--- src/hw/dbl_pkg.sv ---
// constants, types and helpers for the two-write converter load controller
package dbl_pkg;
    localparam int CLK_MHZ = 20;
    localparam int SETUP_NS = 100;
    localparam int STROBE_NS = 500;
    localparam int HOLD_NS = 50;

    // least times round up, never below one cycle
    function automatic int ns_to_cyc(input int ns);
        int c;
        c = (ns * CLK_MHZ + 999) / 1000;
        return (c < 1) ? 1 : c;
    endfunction

    localparam int SETUP_CYC = ns_to_cyc(SETUP_NS);
    localparam int STROBE_CYC = ns_to_cyc(STROBE_NS);
    localparam int HOLD_CYC = ns_to_cyc(HOLD_NS);

    localparam int WORD_W = 10;
    localparam int BYTE_W = 8;
    localparam int BUS_W = 16;
    localparam int ADDR_W = 8;

    localparam logic [7:0] CTRL_OFS = 8'h00;
    localparam logic [7:0] DATA_OFS = 8'h04;
    localparam logic [7:0] UPDATE_STROBE_N_OFS = 8'h08;
    localparam logic [7:0] STAT_OFS = 8'h0c;

    localparam int CTRL_MODE_LSB = 0;
    localparam int CTRL_LEFT_BIT = 3;
    localparam int CTRL_REDUCED_BIT = 4;
    localparam int STAT_BUSY_BIT = 0;
    localparam int STAT_OVR_BIT = 1;
    localparam int STAT_PEND_BIT = 2;

    typedef enum logic [2:0] {
        MODE_AUTO,
        MODE_COMMON,
        MODE_EXTERN,
        MODE_W16_SINGLE,
        MODE_W16_DOUBLE,
        MODE_FLOW
    } dbl_mode_t;

    localparam dbl_mode_t MODE_RESET = MODE_AUTO;
    localparam logic LEFT_RESET = 1'b0;
    localparam logic REDUCED_RESET = 1'b0;

    typedef struct packed {
        logic cs_n;
        logic first_stage_write_n;
        logic second_stage_write_n;
        logic update_strobe_n;
        logic half_word_select;
        logic justify_select;
        logic [BUS_W-1:0] data;
    } dbl_pins_t;

    typedef struct packed {
        logic in_latch;
        logic dac_reg;
    } dbl_strobe_t;

    localparam dbl_pins_t PINS_IDLE = '{cs_n: 1'b1, first_stage_write_n: 1'b1,
        second_stage_write_n: 1'b1, update_strobe_n: 1'b1, half_word_select: 1'b1,
        justify_select: 1'b0, data: 16'h0000};

    // byte group for the first or second write of an 8-bit pair
    function automatic logic [BYTE_W-1:0] byte_of(input logic [WORD_W-1:0] w,
                                                  input logic left, input logic second);
        if (left) begin
            return second ? {w[1:0], 6'h00} : w[9:2];
        end
        return second ? {6'h00, w[9:8]} : w[7:0];
    endfunction

    // placement of the word on a 16-bit bus, surplus bits zero
    function automatic logic [BUS_W-1:0] word16(input logic [WORD_W-1:0] w, input logic left);
        return left ? {w, 6'h00} : {6'h00, w};
    endfunction
endpackage

--- src/hw/dbl_host.sv ---
// bus-side controller that loads a double-buffered converter through its latch strobes
//
// Local design decisions: the APB register port and the register offsets.
`timescale 1ns/1ps
// How it works
// - on an 8-bit bus every word goes out as exactly two separate writes
// - right justified: low byte group first, high group second
// - left justified: high byte group first, low group second
// - justify select pin high means left, low means right, held steady
// - the reduced part is left justified only, so high group goes first
// - a shared update strobe lets several converters update together
// - a 16-bit bus offers single buffered, double buffered or flow-through loading
// - flow-through needs strobes and select low, half word select high
// - on a 16-bit bus half word select stays high, one write loads all
module dbl_host (
    input logic mclk,
    input logic sys_rst,
    input logic psel,
    input logic penable,
    input logic pwrite,
    input logic [7:0] paddr,
    input logic [31:0] pwdata,
    output logic [31:0] prdata,
    output logic pready,
    output logic pslverr,
    input logic ext_update_n,
    output dbl_pkg::dbl_pins_t pins
);
    typedef enum {H_IDLE, H_FIRST, H_SECOND, H_UPDATE_STROBE_N} dbl_host_state_t;
    dbl_host_state_t state;
    dbl_pkg::dbl_mode_t mode;
    logic left;
    logic reduced;
    logic [9:0] word;
    logic overrun;
    logic pending;
    logic op_updates;
    logic [15:0] bus;
    dbl_pkg::dbl_strobe_t seq_mask;
    dbl_pkg::dbl_strobe_t seq_active;
    logic seq_busy;
    logic seq_done;

    // address decode and access qualifiers
    wire setup_ph = psel & ~penable;
    wire access = psel & penable;
    wire wr = access & pwrite;
    wire hit_ctrl = (paddr == dbl_pkg::CTRL_OFS);
    wire hit_data = (paddr == dbl_pkg::DATA_OFS);
    wire hit_update_strobe_n = (paddr == dbl_pkg::UPDATE_STROBE_N_OFS);
    wire hit_stat = (paddr == dbl_pkg::STAT_OFS);
    wire mapped = hit_ctrl | hit_data | hit_update_strobe_n | hit_stat;

    wire busy = (state != H_IDLE);
    wire eff_left = left | reduced;
    wire is8 = (mode == dbl_pkg::MODE_AUTO) | (mode == dbl_pkg::MODE_COMMON) |
               (mode == dbl_pkg::MODE_EXTERN);
    wire is_flow = (mode == dbl_pkg::MODE_FLOW);
    wire is_ext = (mode == dbl_pkg::MODE_EXTERN);
    wire update_strobe_n_mode = (mode == dbl_pkg::MODE_COMMON) | (mode == dbl_pkg::MODE_W16_DOUBLE);
    wire mode_ok = (pwdata[2:0] <= 3'(dbl_pkg::MODE_FLOW));

    // a mode change mid-sequence would tear a word in half, so it is dropped
    wire ctrl_we = wr & hit_ctrl & ~busy & mode_ok;
    wire data_we = wr & hit_data & ~busy;
    wire start_data = data_we & ~is_flow;
    wire start_update_strobe_n = wr & hit_update_strobe_n & ~busy & pending & update_strobe_n_mode;
    wire refused = wr & (hit_data | hit_update_strobe_n) & busy;
    wire ovr_clr = wr & hit_stat & pwdata[dbl_pkg::STAT_OVR_BIT];
    wire first_done = (state == H_FIRST) & seq_done;
    wire seq_start = start_data | start_update_strobe_n | first_done;

    assign seq_mask.in_latch = ~start_update_strobe_n;
    // single buffered 16-bit and the automatic second write move the word across at once
    assign seq_mask.dac_reg = start_update_strobe_n |
        (start_data & (mode == dbl_pkg::MODE_W16_SINGLE)) |
        (first_done & (mode == dbl_pkg::MODE_AUTO));

    wire [31:0] rd_ctrl = {27'h0000000, reduced, left, mode};
    wire [31:0] rd_data = {22'h000000, word};
    wire [31:0] rd_stat = {29'h00000000, pending, overrun, busy};
    wire [31:0] rd_val = hit_ctrl ? rd_ctrl : hit_data ? rd_data : hit_stat ? rd_stat : 32'h0;

    assign pready = 1'b1;
    assign pslverr = access & ~mapped;

    dbl_strobe u_strobe (
        .mclk(mclk),
        .sys_rst(sys_rst),
        .start(seq_start),
        .mask(seq_mask),
        .active(seq_active),
        .busy(seq_busy),
        .done(seq_done)
    );

    always_ff @(posedge mclk) begin
        if (sys_rst) begin
            prdata <= 32'h00000000;
            mode <= dbl_pkg::MODE_RESET;
            left <= dbl_pkg::LEFT_RESET;
            reduced <= dbl_pkg::REDUCED_RESET;
            word <= 10'h000;
            overrun <= 1'b0;
        end else begin
            if (setup_ph) begin
                prdata <= rd_val;
            end
            if (ctrl_we) begin
                mode <= dbl_pkg::dbl_mode_t'(pwdata[2:0]);
                left <= pwdata[dbl_pkg::CTRL_LEFT_BIT];
                reduced <= pwdata[dbl_pkg::CTRL_REDUCED_BIT];
            end
            if (data_we) begin
                word <= pwdata[9:0];
            end
            // a refused write in the clearing cycle still leaves the flag set
            overrun <= refused | (overrun & ~ovr_clr);
        end
    end

    always_ff @(posedge mclk) begin
        if (sys_rst) begin
            state <= H_IDLE;
            pending <= 1'b0;
            op_updates <= 1'b0;
            bus <= 16'h0000;
        end else begin
            if (seq_start) begin
                op_updates <= seq_mask.dac_reg;
            end
            case (state)
                H_IDLE: begin
                    if (start_data && is8) begin
                        bus <= {8'h00, dbl_pkg::byte_of(pwdata[9:0], eff_left, 1'b0)};
                        state <= H_FIRST;
                    end else if (start_data) begin
                        bus <= dbl_pkg::word16(pwdata[9:0], eff_left);
                        state <= H_SECOND;
                    end else if (start_update_strobe_n) begin
                        state <= H_UPDATE_STROBE_N;
                    end else if (is_flow) begin
                        bus <= dbl_pkg::word16(word, eff_left);
                    end
                end
                H_FIRST: begin
                    if (seq_done) begin
                        bus <= {8'h00, dbl_pkg::byte_of(word, eff_left, 1'b1)};
                        state <= H_SECOND;
                    end
                end
                H_SECOND: begin
                    if (seq_done) begin
                        pending <= ~op_updates;
                        state <= H_IDLE;
                    end
                end
                H_UPDATE_STROBE_N: begin
                    if (seq_done) begin
                        pending <= 1'b0;
                        state <= H_IDLE;
                    end
                end
                default: state <= H_IDLE;
            endcase
        end
    end

    // pins are registered one cycle behind the sequencer, keeping data ahead of strobes
    always_ff @(posedge mclk) begin
        if (sys_rst) begin
            pins <= dbl_pkg::PINS_IDLE;
        end else begin
            pins.cs_n <= ~is_flow & ~(seq_active.in_latch | seq_active.dac_reg);
            pins.first_stage_write_n <= ~is_flow & ~seq_active.in_latch;
            // external mode leaves the register enable open; the outside strobe decides
            pins.second_stage_write_n <= ~is_flow & ~is_ext & ~seq_active.dac_reg;
            pins.update_strobe_n <= is_flow ? 1'b0 :
                is_ext ? ext_update_n : ~seq_active.dac_reg;
            pins.half_word_select <= (state != H_SECOND) | ~is8;
            pins.justify_select <= eff_left;
            pins.data <= bus;
        end
    end

    // first latch strobe one cycle back, to spot its falling edge
    logic wr1_prev;
    always_ff @(posedge mclk) begin
        if (sys_rst) begin
            wr1_prev <= 1'b1;
        end else begin
            wr1_prev <= pins.first_stage_write_n;
        end
    end
    wire wr1_fell = wr1_prev & ~pins.first_stage_write_n;
endmodule

--- src/hw/dbl_strobe.sv ---
// write strobe sequencer: data setup, strobe pulse, data hold
`timescale 1ns/1ps
module dbl_strobe (
    input logic mclk,
    input logic sys_rst,
    input logic start,
    input dbl_pkg::dbl_strobe_t mask,
    output dbl_pkg::dbl_strobe_t active,
    output logic busy,
    output logic done
);
    typedef enum {S_IDLE, S_SETUP, S_PULSE, S_HOLD} dbl_seq_t;
    dbl_seq_t state;
    logic [7:0] cnt;
    dbl_pkg::dbl_strobe_t held;
    wire cnt_zero = (cnt == 8'h00);

    assign busy = (state != S_IDLE);

    always_ff @(posedge mclk) begin
        if (sys_rst) begin
            state <= S_IDLE;
            cnt <= 8'h00;
            held <= '0;
            active <= '0;
            done <= 1'b0;
        end else begin
            done <= 1'b0;
            case (state)
                S_IDLE: begin
                    if (start) begin
                        held <= mask;
                        cnt <= 8'(dbl_pkg::SETUP_CYC - 1);
                        state <= S_SETUP;
                    end
                end
                S_SETUP: begin
                    if (cnt_zero) begin
                        active <= held;
                        cnt <= 8'(dbl_pkg::STROBE_CYC - 1);
                        state <= S_PULSE;
                    end else begin
                        cnt <= cnt - 8'h01;
                    end
                end
                S_PULSE: begin
                    if (cnt_zero) begin
                        active <= '0;
                        cnt <= 8'(dbl_pkg::HOLD_CYC - 1);
                        state <= S_HOLD;
                    end else begin
                        cnt <= cnt - 8'h01;
                    end
                end
                S_HOLD: begin
                    if (cnt_zero) begin
                        done <= 1'b1;
                        state <= S_IDLE;
                    end else begin
                        cnt <= cnt - 8'h01;
                    end
                end
                default: state <= S_IDLE;
            endcase
        end
    end

    // cycles the strobe has stood so far; a counter keeps the width check cheap to unroll
    logic [7:0] act_len;
    always_ff @(posedge mclk) begin
        if (sys_rst) begin
            act_len <= 8'h00;
        end else if (|active) begin
            act_len <= act_len + 8'h01;
        end else begin
            act_len <= 8'h00;
        end
    end
endmodule

--- config.mk ---
export PLATFORM = sky130hd
export DESIGN_NAME = dbl_host
export DESIGN_NICKNAME = d
export VERILOG_FILES = /design/src/hw/dbl_pkg.sv /design/src/hw/dbl_host.sv /design/src/hw/dbl_strobe.sv
export SDC_FILE = /design/constraint.sdc
export NUM_CORES = 1
export LEC_CHECK = 0
export BUFFER_PORTS_ARGS = -buffer_cell sky130_fd_sc_hd__buf_4
export CAP_MARGIN = 20
export CORE_ASPECT_RATIO = 0.75
export CORE_MARGIN = 10
export CORE_UTILIZATION = 36
export CTS_CLUSTER_DIAMETER = 60
export DETAILED_ROUTE_END_ITERATION = 8
export GPL_TIMING_DRIVEN = 0
export HOLD_SLACK_MARGIN = 0.02
export PLACE_DENSITY = 0.61
export SYNTH_ARGS = -nofsm -noshare
export SYNTH_HDL_FRONTEND = slang
export SYNTH_SLANG_ARGS = --single-unit
--- constraint.sdc ---
create_clock -name mclk -period 4.35 [get_ports mclk]
set_input_delay 0 -clock mclk [delete_from_list [all_inputs] [get_ports mclk]]
set_output_delay 0 -clock mclk [all_outputs]
set_load 0.01 [all_outputs]
==> summary.md <==
| Metric | Value |
|---|---|
| Peak supply drop | 164 uV |
| Area growth from synthesis to final layout | 26.6% |
| CTS Root Buffer Type | sky130_fd_sc_hd__clkbuf_16 |
| Largest cells by area after synthesis | sky130_fd_sc_hd__dfxtp_1, sky130_fd_sc_hd__nand2_1, sky130_fd_sc_hd__mux2i_1 |
| Post-synth cell types | between 60 and 70 |
| Overflow left after global routing | 0 |
| Fraction of synthesized cell area taken by the top area cell type | 40.8% |
| Wire length of the first global-routing pass | between 15000 and 20000 um |
| Time the final worst path needs with I/O delays and setup | ~2400 ps |
| Final count of negative-setup-slack endpoints | 0 |
| Most frequent cells in the layout | sky130_fd_sc_hd__dfxtp_1, sky130_fd_sc_hd__nand2_1, sky130_fd_sc_hd__buf_4 |
| Largest fanout on the critical path | 10 |
| Hold_ws | 61.4 ps |
| CP Data Arrival Time | between 2000 and 3000 ps |
| Htree depth | 3 |
| Max Cap Violations | 0 |
| Remaining antenna violation count | 0 |
| Total clock buffers created by CTS | 9 |
| Total clock sinks | 83 |
| Detailed-routing iteration count for the pre-antenna-repair pass | 5 |
| Crit path launch type | flip-flop |
| Number of port buffers | 55 |
| Async S/R FF share, synth | 0% |
| Post-Syn Instances | between 400 and 500 |
| Netlist area before placement | about 4000 um2 |
| Number of enable flip-flop cells after synthesis | 0 |
| I/O pins | slightly above 100 |
| CTS tree | done |
| Standard cell core area | roughly 11000 um2 |
| Via count of the first global-routing pass | ~3800 |
| Pin count of the biggest net entering global routing | 18 |
| Share of layout cells above drive strength 1 | a little under 20% |
| Library cell occupying the most area in the post-synthesis netlist | sky130_fd_sc_hd__dfxtp_1 |
| Violation count after the first detailed-routing iteration | between 200 and 300 |
| Final estimated routing congestion in global placement | ~0.90 |
| Tightest Hold Check Type | primary input to flip-flop |
| Synthesized area per cell | between 8 and 9 um2 |
| Per-cell via count in the routed design | between 5 and 6 |
| Count of state elements after synthesis | 83 |
| Leading cell type in the layout, fill and taps excluded | sky130_fd_sc_hd__dfxtp_1 |
| Detail Placement HPWL | around 9400 um |
| Critical path class | flip-flop to flip-flop |
| Critical Path End Type | flip-flop |
| Worst Tran Pin Value | 1060 ps |
| Die footprint | roughly 16000 um2 |
| Leakage power summed over all cells | between 0.002 and 0.0025 uW |
| Average wire length per cell after detail routing | around 17 um |
| Final cycle utilization of the critical path | between 50% and 60% |
| Total negative slack | 0 ps |
| Clock-pin transition on the worst setup and hold timing paths | approximately 70 ps |
| Max-Slew Margin vs Limit | about 29% |
| Vertical die dimension | ~110 um |
| Total count of max-transition violations in the final report | 0 |
| Largest incremental delay on the critical path | about 400 ps |
| Most used flip-flop cell after synthesis | sky130_fd_sc_hd__dfxtp_1 |
| Overall die width | 143 um |
| Initial Utilization | 37.1% |
| Number of standard cells in the layout, taps in and fillers out | between 700 and 800 |
| Antenna violations before repair | 0 |
| Dominant delay contributor by cell family on the critical path | compound AO/OA/AOI/OAI gates |
| Chain of cells forming the critical path | buf_4, nor3b_2, and4_1, clkbuf_1, a21boi_1, a31oi_4, o221a_2 |
| Routed wire length | 12200 um |
| Top achievable clock speed | 420 MHz |
| Drt drc | 0 |
| Clock tree buffer depth | 2 |
| Critical path buffers and inverters | 2 |
| PD cells | around 320 nW/um2 |
| Result of the run | finished clean |
| Count of synthesis-stage warnings from yosys | 0 |
| Total number of vias | about 3800 |
| Total cell area at the placement stage | around 4700 um2 |
| Setup repair after global routing missed its margin | false |
| Antenna diodes | 0 |
| Portion of the post-synthesis area used by sequential elements | 40.8% |
| Finished Cell Area | between 5000 and 6000 um2 |
| Rows | 33 |
| Final count of hold timing violations | 0 |
| Max Clock Skew | around 3.4 ps |
| Final net count | approximately 640 |
| Critical path's slowest cell | sky130_fd_sc_hd__clkbuf_1 |
| Worst endpoint required time | between 4000 and 5000 ps |
| GRT Resource Usage Total | roughly 15% |
| Clock insertion delay at the later pin of the skew report | 350 ps |
| Placed Cells | 707 |
[synth_stat cells (all sizes together), types with 3 or more instances]
master / instances
o22ai: 3
clkbuf: 22
nand2: 80
inv: 11
nor3b: 4
o21ai: 24
dfxtp: 83
nor2b: 17
a211oi: 7
nand4: 4
ha: 6
nor3: 10
mux2i: 22
a311oi: 4
nand2b: 3
or3: 4
a22oi: 8
nor4: 7
or4: 4
a21oi: 37
and3: 3
o211ai: 5
o31ai: 4
a31oi: 6
buf: 31
nor2: 36
or2: 3
nand3: 13
[kinds of logic (layout without fill, tap and decap cells)]
kind of cell / Yosys count / count (layout) / synth area share, %
xor+xnor: 3 / 3 / 0.646
other cells: 2 / 23 / 0.185
flops: 83 / 83 / 40.8
fa+ha+maj: 6 / 6 / 1.84
mux: 22 / 22 / 5.41
simple gates: 196 / 196 / 24.1
buf+inv: 64 / 147 / 8.24
compound gates: 115 / 115 / 18.8
[state kept, by name, indices dropped and copies added, names as in the netlist, 2 cells and up]
name,flops
u_strobe.cnt,8
u_strobe.held,2
u_strobe.state,2
word,10
mode,3
pins,22
state,2
bus,16
u_strobe.active,2
prdata,10
[metal layers]
metal,up-vias,GRT usage (%),share of wire (%)
met5,-,0,0
met4,0,5.01,1.6
met3,17,4.42,7.1
met2,125,21.6,41
met1,1803,21.9,51
li1,1889,-,-
[through the flow]
step	power, uW	worst slack (ps)	util, %
after floorplan	843	2400	-
after CTS	1640	1990	46.9
after global routing	1680	1820	46.9
after global placement	883	1970	43.1
final	1630	1970	46.9
after detailed placement	884	2010	43.1
[worst min-delay path, cell delays in order]
cell	delay, ps
sky130_fd_sc_hd__buf_4	100
sky130_fd_sc_hd__nor4_1	70
sky130_fd_sc_hd__a22oi_1	140
sky130_fd_sc_hd__nor2_1	60
[area by class of cell]
type                       instances  area (um2)
fill                            1107        5830
multi-input combinational        365        2150
sequential                        83        1660
timing repair buffer              67         533
buffer                            53         294
clock buffer                       9         225
tap                              140         175
clock inverter                     7        70.1
inverter                          11        41.3
[final timing paths]
path / from / to / slack, ps / cells past startpoint
max: state[1] / u_strobe.cnt[0] / 1970 / 7
min: paddr[6] / prdata[0] / 60 / 4
max reg2reg: state[1] / u_strobe.cnt[0] / 1970 / 7
min reg2reg: bus[0] / pins[0] / 450 / 2
[report_power, final]
group	internal (uW)	switching (uW)	total, uW
Sequential	760	1.06	762
Combinational	49.9	65.4	115
Clock	402	347	749
[repair_timing]
action,in CTS,in global routing
gates resized for setup,0,0
hold buffers,12,0
setup buffers,0,0
endpoints found under the hold margin,23,0
Power figures use the tool's default switching activity.
